[src/include/bpm_pkg.sv]
// Constants and carrier types for the board page map and I/O glue.
// Assumes an 8-bit I/O port space reached by one-cycle read/write strobes.
// How it works
// [RULE_01] Bit 7 picks SRAM or ROM low half
// [RULE_02] Bits 6:3 drive A18:A15, complemented to SRAM
// [RULE_03] Bits 2:0 never touch the mapping
// [RULE_04] Reset clears the page map register
// [RULE_05] High half always SRAM page zero
// [RULE_06] Read of kick port retriggers watchdog
// [RULE_07] Missed kick resets board when jumper allows
// [RULE_08] Software kicks within the intervention time
// [RULE_09] EEPROM wires ride serial modem lines
// [RULE_10] EEPROM address selects tied low
// [RULE_11] Software leaves EEPROM bytes 0..31 alone
// [RULE_12] Battery bit 3 shows charge above threshold
// [RULE_13] Switch n+1 appears on data bit n
// [RULE_14] Switch ON reads zero, OFF reads one
// [RULE_15] Switch read also kicks the watchdog
// [RULE_16] Run/debug jumper drives channel B sync
// [RULE_17] Page map write also drives flash control
// [RULE_18] Mapping changes after the write completes
package bpm_pkg;
    localparam logic [7:0] BPM_PAGE_MAP_ADDR = 8'hf8;
    localparam logic [7:0] BPM_BATTERY_ADDR = 8'hf8;
    localparam logic [7:0] BPM_SWITCH_ADDR = 8'hfc;
    localparam int BPM_SRAM_SEL_BIT = 7;
    localparam int BPM_PAGE_HI_BIT = 6;
    localparam int BPM_PAGE_LO_BIT = 3;
    localparam int BPM_FLASH_CLK_BIT = 0;
    localparam int BPM_FLASH_CS2_BIT = 1;
    localparam int BPM_FLASH_CS1_BIT = 2;
    localparam int BPM_BATTERY_BIT = 3;
    localparam logic [7:0] BPM_PAGE_MAP_RST = 8'h00;
    localparam logic [2:0] BPM_EEPROM_ADDR_SEL = 3'h0;
    localparam int BPM_CLK_HZ = 50000000;
    localparam int BPM_WDT_TIME_MS = 1400;
    localparam int BPM_WDT_CYCLES = BPM_CLK_HZ / 1000 * BPM_WDT_TIME_MS;

    typedef struct packed {
        logic rom_cs;
        logic sram_low_cs;
        logic sram_high_cs;
        logic [3:0] rom_addr_hi;
        logic [3:0] sram_addr_hi;
    } bpm_mem_t;

    typedef struct packed {
        logic [7:0] page_map;
        logic [1:0] sw_sync;
        logic [7:0] sw_meta;
        logic [7:0] sw_q;
        logic [1:0] bat_meta;
        logic [1:0] jmp_meta;
        logic [1:0] wdj_meta;
        logic [1:0] sda_meta;
        logic [7:0] rdata;
        logic [31:0] wdt_cnt;
        logic wdt_reset;
        logic wdt_kick;
        bpm_mem_t mem;
        logic eeprom_sda_in;
        logic sync_b;
    } bpm_state_t;
endpackage

[src/rtl/bpm_top.sv]
// Page map register, watchdog retrigger and option input glue.
// Assumes io strobes are one-cycle pulses synchronous to clk_sys.
`timescale 1ns/1ps
`default_nettype none
module bpm_top
    import bpm_pkg::*;
#(
    parameter int WDT_CYCLES = BPM_WDT_CYCLES
) (
    input wire logic clk_sys,
    input wire logic rstn,
    input wire logic [7:0] io_addr,
    input wire logic io_rd,
    input wire logic io_wr,
    input wire logic [7:0] io_wdata,
    output logic [7:0] io_rdata,
    input wire logic mem_a15,
    input wire logic [7:0] option_switch_n,
    input wire logic battery_ok,
    input wire logic run_debug_jumper,
    input wire logic watchdog_reset_jumper,
    input wire logic eeprom_sda_pin,
    input wire logic serial_a_terminal_ready,
    input wire logic serial_b_terminal_ready,
    output logic rom_cs,
    output logic sram_low_cs,
    output logic sram_high_cs,
    output logic [3:0] rom_addr_hi,
    output logic [3:0] sram_addr_hi,
    output logic watchdog_kick,
    output logic board_reset,
    output logic flash_clk,
    output logic flash_cs1,
    output logic flash_cs2,
    output logic eeprom_scl,
    output logic eeprom_sda_oe,
    output logic eeprom_sda_out,
    output logic [2:0] eeprom_addr_sel,
    output logic serial_a_sync_line,
    output logic serial_b_sync_line
);
    bpm_state_t st_r;
    bpm_state_t st_nxt;
    logic wdt_en;

    function automatic logic hit(input logic [7:0] a, input logic [7:0] b);
        hit = (a == b);
    endfunction

    // ***************************************************************
    // Input sync, decode and next state
    // ***************************************************************
    always_comb begin
        st_nxt = st_r;
        st_nxt.sw_meta = option_switch_n;
        st_nxt.sw_q = st_r.sw_meta;
        st_nxt.bat_meta = {st_r.bat_meta[0], battery_ok};
        st_nxt.jmp_meta = {st_r.jmp_meta[0], run_debug_jumper};
        st_nxt.wdj_meta = {st_r.wdj_meta[0], watchdog_reset_jumper};
        st_nxt.sda_meta = {st_r.sda_meta[0], eeprom_sda_pin};
        st_nxt.sw_sync = 2'h0;
        if (io_wr && hit(io_addr, BPM_PAGE_MAP_ADDR)) begin
            st_nxt.page_map = io_wdata; // [RULE_17] [RULE_18]
        end
        st_nxt.rdata = 8'h00;
        st_nxt.wdt_kick = 1'b0;
        if (io_rd && hit(io_addr, BPM_SWITCH_ADDR)) begin
            st_nxt.rdata = st_r.sw_q; // [RULE_13] [RULE_14]
            st_nxt.wdt_kick = 1'b1; // [RULE_06] [RULE_15]
        end else if (io_rd && hit(io_addr, BPM_BATTERY_ADDR)) begin
            st_nxt.rdata[BPM_BATTERY_BIT] = st_r.bat_meta[1]; // [RULE_12]
        end
        if (st_nxt.wdt_kick) begin
            st_nxt.wdt_cnt = 32'h0;
        end else if (st_r.wdt_cnt < 32'(WDT_CYCLES)) begin
            st_nxt.wdt_cnt = st_r.wdt_cnt + 32'h1;
        end
        wdt_en = st_r.wdj_meta[1];
        st_nxt.wdt_reset = wdt_en &&
            (st_r.wdt_cnt >= 32'(WDT_CYCLES)); // [RULE_07]
        st_nxt.mem.rom_cs = !mem_a15 && // [RULE_01]
            !st_nxt.page_map[BPM_SRAM_SEL_BIT];
        st_nxt.mem.sram_low_cs = !mem_a15 && st_nxt.page_map[BPM_SRAM_SEL_BIT];
        st_nxt.mem.sram_high_cs = mem_a15; // [RULE_05]
        st_nxt.mem.rom_addr_hi = // [RULE_02] [RULE_03]
            st_nxt.page_map[BPM_PAGE_HI_BIT:BPM_PAGE_LO_BIT];
        st_nxt.mem.sram_addr_hi = mem_a15 ? 4'hf : // [RULE_02] [RULE_05]
            ~st_nxt.page_map[BPM_PAGE_HI_BIT:BPM_PAGE_LO_BIT];
        st_nxt.eeprom_sda_in = st_r.sda_meta[1]; // [RULE_09]
        st_nxt.sync_b = st_r.jmp_meta[1]; // [RULE_16]
    end

    // ***************************************************************
    // State register
    // ***************************************************************
    always_ff @(posedge clk_sys) begin
        if (!rstn) begin
            st_r <= '0; // [RULE_04]
            st_r.page_map <= BPM_PAGE_MAP_RST;
            st_r.mem.rom_cs <= 1'b1;
            st_r.mem.sram_addr_hi <= 4'hf;
        end else begin
            st_r <= st_nxt;
        end
    end

    // ***************************************************************
    // EEPROM lines
    // ***************************************************************
    // Low outputs follow registered state; SDA is open drain, low only
    logic scl_r;
    logic sda_oe_r;
    always_ff @(posedge clk_sys) begin
        if (!rstn) begin
            scl_r <= 1'b0;
            sda_oe_r <= 1'b0;
        end else begin
            scl_r <= serial_a_terminal_ready; // [RULE_09]
            sda_oe_r <= serial_b_terminal_ready;
        end
    end

    // ***************************************************************
    // Outputs
    // ***************************************************************
    assign io_rdata = st_r.rdata;
    assign rom_cs = st_r.mem.rom_cs;
    assign sram_low_cs = st_r.mem.sram_low_cs;
    assign sram_high_cs = st_r.mem.sram_high_cs;
    assign rom_addr_hi = st_r.mem.rom_addr_hi;
    assign sram_addr_hi = st_r.mem.sram_addr_hi;
    assign watchdog_kick = st_r.wdt_kick;
    assign board_reset = st_r.wdt_reset;
    assign flash_clk = st_r.page_map[BPM_FLASH_CLK_BIT];
    assign flash_cs2 = st_r.page_map[BPM_FLASH_CS2_BIT];
    assign flash_cs1 = st_r.page_map[BPM_FLASH_CS1_BIT];
    assign eeprom_scl = scl_r;
    assign eeprom_sda_oe = sda_oe_r;
    assign eeprom_sda_out = 1'b0;
    assign eeprom_addr_sel = BPM_EEPROM_ADDR_SEL; // [RULE_10]
    assign serial_a_sync_line = st_r.eeprom_sda_in;
    assign serial_b_sync_line = st_r.sync_b;

    // ***************************************************************
    // Checks
    // ***************************************************************
    AST_RESET_MAP: assert property ( // [RULE_04]
        @(posedge clk_sys) !rstn |=> rom_cs && !sram_low_cs &&
        !sram_high_cs && rom_addr_hi == 4'h0 && sram_addr_hi == 4'hf &&
        !flash_clk && !flash_cs1 && !flash_cs2)
        else $error("page map not cleared");
    AST_WRITE_MAP: assert property ( // [RULE_18]
        @(posedge clk_sys) disable iff (!rstn)
        io_wr && io_addr == BPM_PAGE_MAP_ADDR |=> ##1
        rom_addr_hi == $past(io_wdata[6:3], 2))
        else $error("page bits not applied");
    AST_SRAM_SEL: assert property ( // [RULE_01]
        @(posedge clk_sys) disable iff (!rstn)
        !mem_a15 |=> sram_low_cs == st_r.page_map[BPM_SRAM_SEL_BIT] &&
        rom_cs == !sram_low_cs)
        else $error("low half select wrong");
    AST_SRAM_INV: assert property ( // [RULE_02]
        @(posedge clk_sys) disable iff (!rstn)
        !sram_high_cs |-> sram_addr_hi == ~rom_addr_hi)
        else $error("sram address not complemented");
    AST_HIGH_HALF: assert property ( // [RULE_05]
        @(posedge clk_sys) disable iff (!rstn)
        mem_a15 |=> sram_high_cs && !rom_cs && sram_addr_hi == 4'hf)
        else $error("high half not sram page 0");
    AST_LOW_BITS: assert property ( // [RULE_03]
        @(posedge clk_sys) disable iff (!rstn)
        io_wr && io_addr == BPM_PAGE_MAP_ADDR &&
        io_wdata[7:3] == st_r.page_map[7:3] |=> $stable(rom_addr_hi))
        else $error("low bits moved mapping");
    AST_KICK: assert property ( // [RULE_06]
        @(posedge clk_sys) disable iff (!rstn)
        io_rd && io_addr == BPM_SWITCH_ADDR |=> watchdog_kick)
        else $error("read did not kick");
    AST_SWITCH: assert property ( // [RULE_13]
        @(posedge clk_sys) disable iff (!rstn)
        io_rd && io_addr == BPM_SWITCH_ADDR |=>
        io_rdata == $past(st_r.sw_q))
        else $error("switch read wrong");
    AST_WDT: assert property ( // [RULE_07]
        @(posedge clk_sys) disable iff (!rstn)
        board_reset |-> $past(st_r.wdj_meta[1]))
        else $error("watchdog reset without jumper");
    AST_FLASH: assert property ( // [RULE_17]
        @(posedge clk_sys) disable iff (!rstn)
        io_wr && io_addr == BPM_PAGE_MAP_ADDR |=>
        flash_cs1 == $past(io_wdata[2]))
        else $error("flash control not written");
    AST_BATTERY: assert property ( // [RULE_12]
        @(posedge clk_sys) disable iff (!rstn)
        io_rd && io_addr == BPM_BATTERY_ADDR |=>
        io_rdata[BPM_BATTERY_BIT] == $past(battery_ok, 3))
        else $error("battery bit wrong");
    AST_RDATA_IDLE: assert property ( // [RULE_13]
        @(posedge clk_sys) disable iff (!rstn)
        !(io_rd && (io_addr == BPM_SWITCH_ADDR ||
        io_addr == BPM_BATTERY_ADDR)) |=> io_rdata == 8'h00)
        else $error("read data not idle");
    AST_EEPROM_LINES: assert property ( // [RULE_09]
        @(posedge clk_sys) disable iff (!rstn)
        $past(rstn) |->
        eeprom_scl == $past(serial_a_terminal_ready) &&
        eeprom_sda_oe == $past(serial_b_terminal_ready))
        else $error("eeprom lines not following modem lines");
    AST_SYNC_A: assert property ( // [RULE_09]
        @(posedge clk_sys) disable iff (!rstn)
        $past(rstn, 3) && $past(rstn, 2) && $past(rstn) |->
        serial_a_sync_line == $past(eeprom_sda_pin, 3))
        else $error("sda not seen on channel a sync");
    AST_SYNC_B: assert property ( // [RULE_16]
        @(posedge clk_sys) disable iff (!rstn)
        $past(rstn, 3) && $past(rstn, 2) && $past(rstn) |->
        serial_b_sync_line == $past(run_debug_jumper, 3))
        else $error("jumper not seen on channel b sync");
    COV_ROM: cover property (@(posedge clk_sys) rom_cs && rom_addr_hi == 4'hf);
    COV_SRAM: cover property (@(posedge clk_sys) sram_low_cs);
    COV_KICK: cover property (@(posedge clk_sys) watchdog_kick);
    COV_WDT: cover property (@(posedge clk_sys) board_reset);
endmodule
`default_nettype wire

[config.mk]
export PLATFORM = sky130hd
export DESIGN_NAME = bpm_top
export DESIGN_NICKNAME = d
export VERILOG_FILES = /design/src/include/bpm_pkg.sv /design/src/rtl/bpm_top.sv
export SDC_FILE = /design/constraint.sdc
export NUM_CORES = 1
export LEC_CHECK = 0
export ABC_AREA = 1
export BUFFER_PORTS_ARGS = -buffer_cell sky130_fd_sc_hd__buf_2
export CAP_MARGIN = 25
export CELL_PAD_IN_SITES_DETAIL_PLACEMENT = 1
export CELL_PAD_IN_SITES_GLOBAL_PLACEMENT = 1
export CORE_ASPECT_RATIO = 0.5
export CORE_MARGIN = 5
export CORE_UTILIZATION = 35
export CTS_CLUSTER_SIZE = 10
export DETAILED_ROUTE_END_ITERATION = 6
export GPL_TIMING_DRIVEN = 0
export PLACE_DENSITY = 0.81
export SLEW_MARGIN = 15
export SYNTH_ARGS = -nofsm -noshare
export SYNTH_HDL_FRONTEND = slang
export SYNTH_SLANG_ARGS = --single-unit
[constraint.sdc]
create_clock -name clk_sys -period 1.9 [get_ports clk_sys]
set_clock_uncertainty 0.15 [all_clocks]
set_input_delay 0.095 -clock clk_sys [delete_from_list [all_inputs] [get_ports clk_sys]]
set_output_delay 0.095 -clock clk_sys [all_outputs]
set_load 0.01 [all_outputs]
==> results.cfg <==
[run_status]
status = finished clean

[setup_path]
crit_top_cell = nor2_1
crit_path_max_incr_delay_ns = 0.56
timing.rr.end = st_r[41]$_SDFFE_PP0N_
cp_max_fo = 9
crit_chain = dlygate4sd3_1 > clkbuf_1 > clkinv_1 > nor2_1 > inv_2 > nor2_1
critPathSlowestCell = dlygate4sd3_1
critPathCaptureType = flop
crit_family = buffers and inverters
r2r-start = st_r[26]$_SDFFE_PP0N_
r2r.worst_path.cells = 9
path_class = primary input to flop
path_buf_inv = 4
worstPathRequired_ns = 2.02
r2r_slack_ns = 0.14
worstPathArrival_ns = 1.91
worstSetupStartpointType = primary input

[cts]
cts_made_buffers = 9
cts_tree = done
path_clk_slew_ns = 0.07
h-tree-depth = 3
cts-root-buf = clkbuf_16
cts.path.max_buffers = 2
clkLatencyLatePin_ns = 0.35
cts_sinks = 85

[sta]
tightestPinTransition_ns = 0.544
max_freq_mhz = 559
min_period_ns = 1.79
rsz0062_at_grt = no
period_share_pct = 94.2
finalSetupViolations = 0
slew_violations = 0
max-slew-margin-rel_pct = 63.7
hold_viol = 0
final.setup.tns_ns = 0

[layout]
area_growth_pct = 29.5
final_cell_mix = 182 x nand2_1, 81 x inv_1, 77 x nor2_1, 77 x dfxtp_1, 64 x buf_2
layout.nets = 727
final_area_um2 = 5190
register_area_um2 = 1710
layout_commonest_cell = nand2_1
drive_gt1_share_pct = 23.6
multi_input_area_um2 = 1800
n_fill_cell = 1416

[worst_hold_path]
hp-start = io_wr
min_path_cells = 5
hold_end = sram_addr_hi[0]$_SDFF_PP1_
hold_class = primary input to flop

[power_and_ir_drop]
swShare_pct = 26.0
pwr-share-comb_pct = 5.7
ir_drop_v = 0.000538
p_sw_uw = 1000
clkPwrFrac_pct = 46.7
p_leak_uw = 0.00245
cellPowerDensity_nw_per_um2 = 742
p_int_uw = 2850
pwr-share-seq_pct = 47.6

[floorplanning]
core_um2 = 11100
initial_core_util_pct = 36.2
rows = 27
io_pins = 67
die_area_um2 = 13800
die_w_um = 161
die_h_um = 85.7

[place]
hpwl_um = 7850
placed_area_um2 = 4510
numPortBuffers = 61
gp_congestion = 0.839

[grt]
grt_pass1_vias = 4286
grt_overflow = 0
grt_pass1_wl_um = 22100
grt_antenna_before_repair = 1
grt_usage_pct = 20.0
grt_max_degree = 19

[synth]
synthCells = 583
yosysTopAreaCellShare_pct = 42.5
synth_cell_types = 32
ys_warn_count = 0
ys_seq_area_share_pct = 42.5
yosysTopAreaCell = dfxtp_1
syn_area_um2 = 4010
synth_seq_cells = 85
syn-mean-instance-area_um2 = 6.87
synth_area_leaders = dfxtp_1 42%, nand2_1 17%, nor2_1 7.9%

[drt]
vias = 3912
ant_nets = 0
routed_via_density = 4.65
wire_per_inst_um = 15.8
routed_wl_um = 13300
drt_iter0_drc = 211
first_pass_iters = 4
post-route-drc-count = 0

[run]
drv_cap = 0
logic make-up (layout without fill, tap and decap cells):
| family | Yosys count | count (layout) | share of synthesized area [%] |
|---|---|---|---|
| buf+inv | 121 | 230 | 14.1 |
| xor+xnor | 9 | 9 | 1.97 |
| flops | 85 | 85 | 42.5 |
| other cells | 1 | 5 | 0.0936 |
| compound gates | 32 | 32 | 5.31 |
| simple gates | 333 | 333 | 35.5 |
| fa+ha+maj | 2 | 2 | 0.624 |
flip-flops by register name, indices dropped and copies added, names as in the netlist:
name / cells
board_reset: 1
eeprom_scl: 1
eeprom_sda_oe: 1
flash_clk: 1
flash_cs1: 1
flash_cs2: 1
io_rdata: 8
rom_cs: 1
serial_a_sync_line: 1
serial_b_sync_line: 1
sram_addr_hi: 4
sram_high_cs: 1
sram_low_cs: 1
st_nxt: 14
st_r: 47
watchdog_kick: 1
stage by stage:
stage / power [uW] / util [%] / setup WS (ns) / cells / hold WS, ns
floorplan: 1960 / - / 0.284 / 586 / 0.0174
detailed placement: 2030 / 40.7 / 0.0366 / 792 / 0.135
global placement: 2020 / 40.7 / 0.0840 / 792 / 0.124
CTS: 3850 / 46.2 / 0.0373 / 839 / 0.0452
global route: 3980 / 46.8 / 0.00377 / 841 / 0.0643
finish: 3850 / 46.8 / 0.111 / 841 / 0.0481
Yosys cell counts (all sizes together):
master	number
inv	87
nand3b	1
ha	2
a21oi	21
xor2	5
clkbuf	4
nor2	96
buf	29
o21ai	11
dfxtp	85
xnor2	4
nor3b	1
clkinv	1
nor3	3
or2	1
nand3	35
conb	1
nand2	189
nand4	7
power by group through the flow:
stage	clock network (uW)	registers (uW)	logic [uW]
5_1_grt	1910	1840	242
3_3_place_gp	0	1870	152
3_5_place_dp	0	1870	158
6_report	1800	1830	219
4_1_cts	1820	1830	201
2_1_floorplan	0	1870	88.1
metal layers:
| layer | vias to the layer above | GRT usage, % | share of wire (%) |
|---|---|---|---|
| met1 | 1869 | 22.5 | 43 |
| met2 | 79 | 37.6 | 52 |
| li1 | 1940 | - | - |
| met3 | 24 | 4.46 | 3.4 |
| met5 | - | 0 | 0 |
| met4 | 0 | 6.97 | 2.3 |
worst max-delay path by stage:
stage	start	to	cells after the start	slack, ns
6_report	rstn	io_rdata[5]$_SDFF_PN0_	6	0.11
5_1_grt	st_r[46]$_SDFFE_PP0N_	st_r[27]$_SDFFE_PP0N_	8	0.004
4_1_cts	st_r[16]$_SDFFE_PP0N_	st_r[39]$_SDFFE_PP0N_	10	0.04
3_5_place_dp	st_r[16]$_SDFFE_PP0N_	st_r[39]$_SDFFE_PP0N_	10	0.04
3_3_place_gp	st_r[16]$_SDFFE_PP0N_	st_r[35]$_SDFFE_PP0N_	9	0.08
2_1_floorplan	st_r[16]$_SDFFE_PP0N_	st_r[35]$_SDFFE_PP0N_	9	0.28
worst register-to-register path: stages, from the launching register on:
cell and delay (ns):
dfxtp_2 0.37, nand2_1 0.13, nor2_2 0.21, nand2_1 0.12
nor2_1 0.21, nand2_1 0.09, nand2_1 0.07, nand2_1 0.06
nor2_1 0.16, nor2_1 0.08
cell type report:
type | count | area share [%]
Multi-Input combinational cell | 380 | 34.7
Sequential cell | 85 | 33.0
Timing Repair Buffer | 93 | 12.0
Inverter | 88 | 6.37
Buffer | 33 | 4.56
Clock buffer | 9 | 4.34
Tap cell | 145 | 3.50
Clock inverter | 7 | 1.54
Antenna cell | 1 | 0.0482
repair_timing:
| action | CTS | global route |
|---|---|---|
| endpoints found under the setup margin | 1 | 16 |
| hold buffers | 31 | 0 |
| pin swaps | 0 | 1 |
| hold endpoints to repair | 31 | 0 |
| buffers inserted | 0 | 1 |
| gates resized for setup | 1 | 22 |
| gates cloned | 0 | 0 |
Power figures use the tool's default switching activity.
